===== src/common/strap_clk_pkg.sv =====
// package: constants, types and bus carriers of the strap, clock-out and reset block
package strap_clk_pkg;
  // timing
  localparam int CLK_NS = 100;
  localparam int UT_NS = 100;
  localparam int SETTLE_UT = 8;
  localparam int SETTLE_CYC = (SETTLE_UT * UT_NS) / CLK_NS;
  localparam int INIT_CYC = 1025;
  localparam int INIT_W = 11;
  localparam logic [INIT_W-1:0] INIT_LAST = INIT_W'(INIT_CYC - 1);
  // register map, byte addresses
  localparam int ADDR_W = 8;
  localparam logic [ADDR_W-1:0] OFS_CTRL = 8'h00;
  localparam logic [ADDR_W-1:0] OFS_STATUS = 8'h04;
  localparam logic [ADDR_W-1:0] OFS_GEN_STATUS = 8'h08;
  localparam logic [ADDR_W-1:0] OFS_GEN_ENABLE = 8'h0C;
  localparam logic [ADDR_W-1:0] OFS_START_STATUS = 8'h10;
  localparam logic [ADDR_W-1:0] OFS_START_ENABLE = 8'h14;
  // field positions
  localparam int CTRL_JOIN_BIT = 0;
  localparam int ST_MODE_LSB = 0;
  localparam int ST_HALT_BIT = 2;
  localparam int ST_INIT_BIT = 3;
  localparam int ST_SEL_LSB = 4;
  localparam int ST_JOIN_BIT = 6;
  // reset values
  localparam logic CTRL_JOIN_RST = 1'b0;
  localparam logic IRQ_N_RST = 1'b1;
  // strap encodings
  localparam logic [1:0] STRAP_ASYNC = 2'h0;
  localparam logic [1:0] STRAP_SYNC = 2'h1;
  localparam logic [1:0] CSEL_OFF = 2'h0;
  localparam logic [1:0] CSEL_SLOW = 2'h1;
  localparam logic [1:0] CSEL_MID = 2'h2;
  localparam logic [1:0] CSEL_FAST = 2'h3;
  // divider half periods in device clocks
  localparam int DIV_W = 8;
  localparam int HALF_SLOW_DEF = 5;
  localparam int HALF_MID_DEF = 2;
  localparam int HALF_FAST_DEF = 1;
  // bus answers
  localparam logic [1:0] RESP_OKAY = 2'h0;
  localparam logic [1:0] RESP_SLVERR = 2'h2;

  typedef enum logic [1:0] {
    no_host_mode, async_memory_host_mode, sync_mcu_host_mode, unsupported_host_mode
  } host_mode_e;

  typedef enum logic [1:0] {seq_capture, seq_init, seq_run, seq_halt} seq_e;

  typedef struct packed {
    logic awvalid;
    logic [ADDR_W-1:0] awaddr;
    logic wvalid;
    logic [31:0] wdata;
    logic [3:0] wstrb;
    logic bready;
    logic arvalid;
    logic [ADDR_W-1:0] araddr;
    logic rready;
  } axi_req_s;

  typedef struct packed {
    logic awready;
    logic wready;
    logic bvalid;
    logic [1:0] bresp;
    logic arready;
    logic rvalid;
    logic [31:0] rdata;
    logic [1:0] rresp;
  } axi_rsp_s;
endpackage : strap_clk_pkg


===== src/hdl/irq_bank.sv =====
// sticky interrupt status bank gated by an enable mask
module irq_bank #(
  parameter int W = 8
) (
  // clock and reset
  input wire logic aclk,
  input wire logic rst,
  // event sources
  input wire logic [W-1:0] events,
  // software access
  input wire logic wr_status,
  input wire logic wr_enable,
  input wire logic [W-1:0] wdata,
  // state
  output logic [W-1:0] status,
  output logic [W-1:0] enable,
  output logic pending
);
  import strap_clk_pkg::*;

  typedef struct packed {
    logic [W-1:0] status;
    logic [W-1:0] enable;
  } bank_s;

  bank_s s;
  bank_s next_s;
  logic [W-1:0] clr;

  always_comb begin
    next_s = s;
    clr = wr_status ? wdata : {W{1'b0}};
    if (wr_enable) begin
      next_s.enable = wdata;
    end
    // write one to clear; an event in the same cycle keeps its bit
    next_s.status = (s.status & ~clr) | events;
  end

  always_ff @(posedge aclk) begin
    if (rst) begin
      s <= '0;
    end else begin
      s <= next_s;
    end
  end

  assign status = s.status;
  assign enable = s.enable;
  assign pending = |(s.status & s.enable);
endmodule : irq_bank


===== src/hdl/host_clk_div.sv =====
// host clock divider with strap-selected ratio and phase restart
module host_clk_div #(
  parameter int HALF_SLOW = strap_clk_pkg::HALF_SLOW_DEF,
  parameter int HALF_MID = strap_clk_pkg::HALF_MID_DEF,
  parameter int HALF_FAST = strap_clk_pkg::HALF_FAST_DEF
) (
  // clock and internal reset
  input wire logic aclk,
  input wire logic rst,
  // selection
  input wire logic [1:0] sel,
  input wire logic restart,
  // clock out
  output logic clk_out
);
  import strap_clk_pkg::*;

  localparam int SETTLE_LIM = SETTLE_CYC;

  typedef struct packed {
    logic [DIV_W-1:0] cnt;
    logic clk;
  } div_s;

  div_s s;
  div_s next_s;
  logic [DIV_W-1:0] half_last;

  always_comb begin
    half_last = '0;
    case (sel)
      CSEL_SLOW: half_last = DIV_W'(HALF_SLOW - 1);
      CSEL_MID: half_last = DIV_W'(HALF_MID - 1);
      CSEL_FAST: half_last = DIV_W'(HALF_FAST - 1);
      default: half_last = '0;
    endcase
  end

  always_comb begin
    next_s = s;
    // restart realigns the phase so a new ratio never yields a runt half
    if (sel == CSEL_OFF || restart) begin
      next_s.cnt = '0;
      next_s.clk = 1'b0;
    end else if (s.cnt == half_last) begin
      next_s.cnt = '0;
      next_s.clk = ~s.clk;
    end else begin
      next_s.cnt = DIV_W'(s.cnt + 1'b1);
    end
  end

  always_ff @(posedge aclk) begin
    if (rst) begin
      s <= '0;
    end else begin
      s <= next_s;
    end
  end

  assign clk_out = s.clk;
endmodule : host_clk_div


===== src/hdl/strap_latch_host_clk_out_reset.sv =====
// strap capture, host clock output, reset sequencing and interrupt line of the controller
// Operation
// - latch both host-port straps on leaving hard reset; hold until next reset, hard or internal.
// - pick asynchronous-memory or synchronous-bus host mode from the latched straps.
// - unsupported strap code halts everything but the host clock; no host transaction is taken or answered.
// - after an unsupported code stay in configuration mode; never join the network.
// - host clock is off or runs at one of three strap-chosen rates.
// - host clock keeps running in every state, hard reset included, unless it is selected off or held by internal reset.
// - host clock is suppressed while power-on or low-voltage reset is active.
// - the two clock-select straps enable the host clock and choose its rate.
// - host clock is stable within 8 microticks after hard reset release.
// - all interrupt sources combine onto one host interrupt line.
// - interrupt is a level held while an enabled cause stays pending.
// - reset comes from the hard reset input or the internal detectors.
// - every reset returns all registers and control bits to startup values, except that hard reset keeps the clock select and the host clock divider state.
// - causes live in general and startup status registers, each with an enable.
// - interrupt line low requests service, high means nothing pending.
// - straps sampled in the first cycle after reset release with shared driver off and pulldown on.
// - a 1025-cycle initialization runs after leaving any reset, unless the latched straps are unsupported.
module strap_latch_host_clk_out_reset #(
  parameter int GEN_W = 8,
  parameter int START_W = 8,
  parameter int HALF_SLOW = strap_clk_pkg::HALF_SLOW_DEF,
  parameter int HALF_MID = strap_clk_pkg::HALF_MID_DEF,
  parameter int HALF_FAST = strap_clk_pkg::HALF_FAST_DEF
) (
  // clock and resets
  input wire logic aclk,
  input wire logic aresetn,
  input wire logic por_active,
  input wire logic lvr_active,
  // register bus
  input strap_clk_pkg::axi_req_s axi_req,
  output strap_clk_pkg::axi_rsp_s axi_rsp,
  // host-port straps, high one shared with a transmit pin
  input wire logic host_port_strap_lo,
  input wire logic host_port_strap_hi_i,
  output logic host_port_strap_hi_o,
  output logic host_port_strap_hi_oe,
  output logic strap_pulldown_en,
  input wire logic phy_tx_data,
  // clock select straps and host clock
  input wire logic [1:0] clk_sel_strap,
  output logic host_clk_out,
  // interrupt sources and line
  input wire logic [GEN_W-1:0] gen_events,
  input wire logic [START_W-1:0] startup_events,
  output logic irq_out_n,
  // operating status
  output strap_clk_pkg::host_mode_e host_mode,
  output logic init_busy,
  output logic op_halted,
  output logic config_mode,
  output logic net_join_en
);
  import strap_clk_pkg::*;

  localparam int TOGGLE_LIM = 2 * HALF_SLOW + 2;

  typedef struct packed {
    seq_e seq;
    host_mode_e host_mode;
    logic [1:0] strap;
    logic [1:0] csel;
    logic csel_ok;
    logic restart;
    logic [INIT_W-1:0] init_cnt;
    logic net_join;
    logic irq_n;
    logic aw_got;
    logic [ADDR_W-1:0] awaddr;
    logic w_got;
    logic [31:0] wdata;
    logic [3:0] wstrb;
    logic bvalid;
    logic [1:0] bresp;
    logic rvalid;
    logic [31:0] rdata;
    logic [1:0] rresp;
  } top_s;

  top_s s;
  top_s next_s;
  logic rst_int;
  logic rst_all;
  logic run;
  logic awready;
  logic wready;
  logic arready;
  logic aw_hs;
  logic w_hs;
  logic ar_hs;
  logic [31:0] rd;
  logic rd_err;
  logic gen_wr_status;
  logic gen_wr_enable;
  logic start_wr_status;
  logic start_wr_enable;
  logic [GEN_W-1:0] gen_status;
  logic [GEN_W-1:0] gen_enable;
  logic gen_pending;
  logic [START_W-1:0] start_status;
  logic [START_W-1:0] start_enable;
  logic start_pending;
  logic [GEN_W-1:0] gen_ev;
  logic [START_W-1:0] start_ev;

  assign rst_int = por_active | lvr_active;
  assign rst_all = rst_int | ~aresetn;
  assign run = (s.seq == seq_run);

  // a halted or initializing device takes nothing from the bus
  assign awready = run && !s.aw_got && !s.bvalid;
  assign wready = run && !s.w_got && !s.bvalid;
  assign arready = run && !s.rvalid;
  assign aw_hs = axi_req.awvalid && awready;
  assign w_hs = axi_req.wvalid && wready;
  assign ar_hs = axi_req.arvalid && arready;

  // sources stop with the rest of the device when it is not running
  assign gen_ev = gen_events & {GEN_W{run}};
  assign start_ev = startup_events & {START_W{run}};

  always_comb begin
    next_s = s;
    next_s.restart = 1'b0;
    gen_wr_status = 1'b0;
    gen_wr_enable = 1'b0;
    start_wr_status = 1'b0;
    start_wr_enable = 1'b0;
    rd = '0;
    rd_err = 1'b0;

    // clock select taken after internal reset and again at each hard release
    if (!s.csel_ok || (aresetn && s.seq == seq_capture)) begin
      next_s.csel = clk_sel_strap;
      next_s.csel_ok = 1'b1;
      next_s.restart = 1'b1;
    end

    case (s.seq)
      seq_capture: begin
        // first cycle after release; pin driver still off here
        next_s.strap = {host_port_strap_hi_i, host_port_strap_lo};
        next_s.init_cnt = '0;
        if ({host_port_strap_hi_i, host_port_strap_lo} == STRAP_ASYNC) begin
          next_s.host_mode = async_memory_host_mode;
          next_s.seq = seq_init;
        end else if ({host_port_strap_hi_i, host_port_strap_lo} == STRAP_SYNC) begin
          next_s.host_mode = sync_mcu_host_mode;
          next_s.seq = seq_init;
        end else begin
          next_s.host_mode = unsupported_host_mode;
          next_s.seq = seq_halt;
        end
      end
      seq_init: begin
        next_s.init_cnt = INIT_W'(s.init_cnt + 1'b1);
        if (s.init_cnt == INIT_LAST) begin
          next_s.seq = seq_run;
        end
      end
      seq_run: begin
        next_s.seq = seq_run;
      end
      default: begin
        // only a reset leaves the halt
        next_s.seq = seq_halt;
      end
    endcase

    // write address and data in either order
    if (aw_hs) begin
      next_s.aw_got = 1'b1;
      next_s.awaddr = axi_req.awaddr;
    end
    if (w_hs) begin
      next_s.w_got = 1'b1;
      next_s.wdata = axi_req.wdata;
      next_s.wstrb = axi_req.wstrb;
    end
    if (s.aw_got && s.w_got) begin
      next_s.aw_got = 1'b0;
      next_s.w_got = 1'b0;
      next_s.bvalid = 1'b1;
      next_s.bresp = RESP_OKAY;
      // all fields sit in byte lane 0
      if (s.awaddr == OFS_CTRL) begin
        if (s.wstrb[0]) begin
          next_s.net_join = s.wdata[CTRL_JOIN_BIT];
        end
      end else if (s.awaddr == OFS_STATUS) begin
        next_s.bresp = RESP_OKAY;
      end else if (s.awaddr == OFS_GEN_STATUS) begin
        gen_wr_status = s.wstrb[0];
      end else if (s.awaddr == OFS_GEN_ENABLE) begin
        gen_wr_enable = s.wstrb[0];
      end else if (s.awaddr == OFS_START_STATUS) begin
        start_wr_status = s.wstrb[0];
      end else if (s.awaddr == OFS_START_ENABLE) begin
        start_wr_enable = s.wstrb[0];
      end else begin
        next_s.bresp = RESP_SLVERR;
      end
    end else if (s.bvalid && axi_req.bready) begin
      next_s.bvalid = 1'b0;
    end

    // read decode
    if (axi_req.araddr == OFS_CTRL) begin
      rd[CTRL_JOIN_BIT] = s.net_join;
    end else if (axi_req.araddr == OFS_STATUS) begin
      rd[ST_MODE_LSB +: 2] = s.host_mode;
      rd[ST_HALT_BIT] = (s.seq == seq_halt);
      rd[ST_INIT_BIT] = run;
      rd[ST_SEL_LSB +: 2] = s.csel;
      rd[ST_JOIN_BIT] = run && s.net_join;
    end else if (axi_req.araddr == OFS_GEN_STATUS) begin
      rd[GEN_W-1:0] = gen_status;
    end else if (axi_req.araddr == OFS_GEN_ENABLE) begin
      rd[GEN_W-1:0] = gen_enable;
    end else if (axi_req.araddr == OFS_START_STATUS) begin
      rd[START_W-1:0] = start_status;
    end else if (axi_req.araddr == OFS_START_ENABLE) begin
      rd[START_W-1:0] = start_enable;
    end else begin
      rd_err = 1'b1;
    end
    if (ar_hs) begin
      next_s.rvalid = 1'b1;
      next_s.rdata = rd;
      next_s.rresp = rd_err ? RESP_SLVERR : RESP_OKAY;
    end else if (s.rvalid && axi_req.rready) begin
      next_s.rvalid = 1'b0;
    end

    // one level line for both banks, low while anything enabled is pending
    next_s.irq_n = !(gen_pending || start_pending);
  end

  always_ff @(posedge aclk) begin
    if (rst_int) begin
      s <= '0;
      s.net_join <= CTRL_JOIN_RST;
      s.irq_n <= IRQ_N_RST;
    end else if (!aresetn) begin
      // hard reset leaves the clock select alone so the host clock keeps going
      s <= '0;
      s.net_join <= CTRL_JOIN_RST;
      s.irq_n <= IRQ_N_RST;
      s.csel <= next_s.csel;
      s.csel_ok <= next_s.csel_ok;
      s.restart <= next_s.restart;
    end else begin
      s <= next_s;
    end
  end

  irq_bank #(
    .W(GEN_W)
  ) u_gen_bank (
    .aclk(aclk),
    .rst(rst_all),
    .events(gen_ev),
    .wr_status(gen_wr_status),
    .wr_enable(gen_wr_enable),
    .wdata(s.wdata[GEN_W-1:0]),
    .status(gen_status),
    .enable(gen_enable),
    .pending(gen_pending)
  );

  irq_bank #(
    .W(START_W)
  ) u_start_bank (
    .aclk(aclk),
    .rst(rst_all),
    .events(start_ev),
    .wr_status(start_wr_status),
    .wr_enable(start_wr_enable),
    .wdata(s.wdata[START_W-1:0]),
    .status(start_status),
    .enable(start_enable),
    .pending(start_pending)
  );

  // only the internal detectors stop the divider
  host_clk_div #(
    .HALF_SLOW(HALF_SLOW),
    .HALF_MID(HALF_MID),
    .HALF_FAST(HALF_FAST)
  ) u_clk_div (
    .aclk(aclk),
    .rst(rst_int),
    .sel(s.csel),
    .restart(s.restart),
    .clk_out(host_clk_out)
  );

  assign axi_rsp.awready = awready;
  assign axi_rsp.wready = wready;
  assign axi_rsp.bvalid = s.bvalid;
  assign axi_rsp.bresp = s.bresp;
  assign axi_rsp.arready = arready;
  assign axi_rsp.rvalid = s.rvalid;
  assign axi_rsp.rdata = s.rdata;
  assign axi_rsp.rresp = s.rresp;

  // shared pin released and pulled down until supported straps are in; it stays released in the halt
  assign host_port_strap_hi_oe = aresetn && (s.seq == seq_init || run);
  assign host_port_strap_hi_o = phy_tx_data;
  assign strap_pulldown_en = !host_port_strap_hi_oe;
  assign irq_out_n = s.irq_n;
  assign host_mode = s.host_mode;
  assign init_busy = (s.seq == seq_init);
  assign op_halted = (s.seq == seq_halt);
  assign net_join_en = run && s.net_join;
  assign config_mode = !net_join_en;
endmodule : strap_latch_host_clk_out_reset


===== config.mk =====
export PLATFORM = sky130hd
export DESIGN_NAME = strap_latch_host_clk_out_reset
export DESIGN_NICKNAME = d
export VERILOG_FILES = /design/src/common/strap_clk_pkg.sv /design/src/hdl/irq_bank.sv /design/src/hdl/host_clk_div.sv /design/src/hdl/strap_latch_host_clk_out_reset.sv
export SDC_FILE = /design/constraint.sdc
export NUM_CORES = 1
export LEC_CHECK = 0
export ABC_AREA = 1
export BUFFER_PORTS_ARGS = -buffer_cell sky130_fd_sc_hd__buf_2
export CORE_MARGIN = 3
export CORE_UTILIZATION = 52
export DETAILED_ROUTE_END_ITERATION = 6
export PLACE_DENSITY_LB_ADDON = 0.1
export SLEW_MARGIN = 20
export SYNTH_ARGS = -nofsm -noshare
export SYNTH_HDL_FRONTEND = slang
export SYNTH_SLANG_ARGS = --single-unit

===== constraint.sdc =====
create_clock -name aclk -period 1.75 [get_ports aclk]
set_input_delay 0 -clock aclk [delete_from_list [all_inputs] [get_ports aclk]]
set_output_delay 0 -clock aclk [all_outputs]
set_load 0.005 [all_outputs]

==> flow_summary.ini <==
[clock_tree]
cts_max_level = 3
clk_latency_ns = 0.36
clock_sinks = 93
cts_setup_buffers = 0
clockBufferDepth = 2
cts_tree = yes
root_buffer = clkbuf_8
clkTransAtPathRegs_ns = 0.10
cts_made_buffers = 9

[critical_path]
crit_buf_inv = 3
crit_family = simple AND/OR/NAND/NOR gates
critPathLaunchType = register
crit_path_end_kind = register
required_ns = 2.04
crit_path_frequent_cell = inv_1
path_cells = inv_1 -> ha_1 -> inv_1 -> nor3_1 -> nand2_2 -> buf_4 -> a21oi_1
r2r_slack_ns = 0.07
max_stage_delay_ns = 0.35
critPathLaunch = s[105]$_SDFFE_PP0P_
crit_type = reg2reg
critPathArrivalTime_ns = 1.97
critPathSlowestCell = dfxtp_2
crit_fanout = 14
r2r-start = s[105]$_SDFFE_PP0P_

[logic_synthesis]
synth_area_per_cell_um2 = 7.29
ys_types = 38
muxShareOfSynthArea_pct = 0
synth_top_family_by_area = simple AND/OR/NAND/NOR gates
ys_warn_count = 0
synthSimpleGateAreaFrac_pct = 22.7
dominantRegCellSynth = dfxtp_1
synthXorXnorAreaFrac_pct = 0.765
synth_adder_area_share_pct = 1.91
yosysSeqAreaShare_pct = 40.7
ys_seq_elements = 93
async_flop_share_pct = 0
syn_inst = 628
synth-edff-count = 0
syn_area_um2 = 4580
synth_compound_area_share_pct = 18.1

[layout]
syn_to_final_growth_pct = 20.9
fin_nets = 825
multi_input_area_um2 = 2110
seq_area_um2 = 1860
stdcell_count = 846
drive_above_1_share_pct = 17.3
antenna_cells = 0
nFillCells = 766

[placement]
dp_hpwl_um = 8160
port_buffers = 78
place_inst = 788
gp_congestion = 0.903

[sta]
fin_crit_ns = 1.68
fin_crit_sh_pct = 95.7
rsz0062_at_grt = true
tns_ns = 0
hold_viol_final = 0
finalSetupViolations = 0
finalMaxSlewViolations = 0
fmax_mhz = 597
worst_clock_skew_ns = 0.0123

[global_routing]
grt_usage_pct = 22.5
antenna_found_initial = 0
grt_overflow = 0
grt_pass1_vias = 3997
grt_pass1_wl_um = 18200
grt_max_degree = 40

[floorplanning]
core-area_um2 = 8380
die_width_um = 99.8
ios = 134
num_rows = 33
die_h_um = 99.8
initial_core_util_pct = 54.6
die_area_um2 = 9970

[route]
drt-pass1-iter-count = 5
drtIter0Drc = 253
vias = 4395
via_per_inst = 5.20
ant_nets = 0
routedWlPerCell_um = 13.3
finalWirelength_um = 11200
route.detailed.drc = 0

[status]
status = complete, no violations

[power_and_ir_drop]
power_density_nw_per_um2 = 716
p_leak_uw = 0.00235
peakVddDrop_mv = 0.374
power_uw = 3970

[run]
drv_cap = 0

[worst_hold_path]
min-delay-start = phy_tx_data
hold_class = in2out
-- cell families after synthesis --
kind of cell / count (synthesis)
flops: 93
simple gates: 235
buf+inv: 138
compound gates: 150
other cells: 1
xor+xnor: 4
fa+ha+maj: 7
-- cell usage in the layout (no fill, tap or decap), drive strengths merged, types with 2 or more instances in the layout --
master | Yosys | final
clkbuf | 7 | 9
nand2 | 108 | 108
nor2 | 65 | 65
or2 | 2 | 2
inv | 75 | 79
nor3 | 10 | 10
buf | 56 | 93
xor2 | 3 | 3
dlygate4sd3 | 0 | 42
o21ai | 59 | 59
nor3b | 4 | 4
a31oi | 3 | 3
ha | 7 | 7
dfxtp | 93 | 93
a22oi | 2 | 2
conb | 1 | 26
a221oi | 4 | 4
a211oi | 11 | 11
nand3 | 30 | 30
o211ai | 3 | 3
nor4 | 3 | 3
a21oi | 65 | 65
nand4 | 11 | 11
-- power by group --
part / leakage (uW) / switching (uW) / total [uW] / internal [uW]
Combinational: 0.00150 / 167 / 324 / 157
Sequential: 0.000751 / 9.14 / 2140 / 2130
Clock: 0.000104 / 812 / 1510 / 693
-- cell usage after synthesis (4+ instances only) --
master    number  area [um^2]
nand2_1      108          405
dfxtp_1       93         1860
inv_1         74          278
a21oi_1       65          325
nor2_1        60          225
o21ai_0       59          295
buf_4         46          345
nand3_1       30          150
nand4_1       11         68.8
a211oi_1       9         67.6
nor3_1         9         45.0
buf_2          8         40.0
clkbuf_1       7         26.3
ha_1           7         87.6
a221oi_1       4         35.0
nor2_2         4         25.0
nor3b_1        4         30.0
-- metal layers --
metal  routed length, um  global-route usage [%]
met1                4920                    29.2
met2                5400                    38.6
met3                 792                    5.07
met4                 129                    4.83
met5                   0                       0
-- stage by stage --
stage | cell area, um^2 | hold WS (ns) | setup WS, ns | util, %
final | 5540 | 0.0000383 | 0.0747 | 66.1
after global routing | 5540 | 0.0000322 | -0.0267 | 66.1
after CTS | 5510 | 0.0000346 | 0.0355 | 65.7
after detailed placement | 4880 | 0.0000346 | 0.0558 | 58.2
after global placement | 4880 | 0.0000346 | 0.141 | 58.2
after floorplan | 4670 | 0.0570 | 0.198 | -
-- sequential cells by signal (all words and copies together), names as in the netlist --
signal / cells
u_gen_bank.status: 8
u_gen_bank.enable: 8
s: 37
u_start_bank.status: 8
host_mode: 2
u_clk_div.s: 8
axi_rsp: 12
irq_out_n: 1
u_clk_div.clk_out: 1
u_start_bank.enable: 8
-- what timing repair did --
item,CTS,global route
endpoints found under the hold margin,41,0
hold buffers,42,0
gates resized for setup,0,10
setup endpoints to repair,0,26
-- final timing paths --
kind | to | cells past startpoint
max reg2reg | s[38]$_SDFFE_PP0P_ | 7
min | host_port_strap_hi_o | 0
min reg2reg | axi_rsp[7]$_SDFFE_PP0P_ | 2
max | s[38]$_SDFFE_PP0P_ | 7
-- cell type report --
cell class                 count  share of cell area (%)
clock inverter                 7                    1.56
tap                          105                    2.37
timing repair buffer         135                    17.0
multi-input combinational    422                    38.1
sequential                    93                    33.6
clock buffer                   9                    2.24
inverter                      75                    5.13
Note: power is estimated with default switching activity, not from simulation.
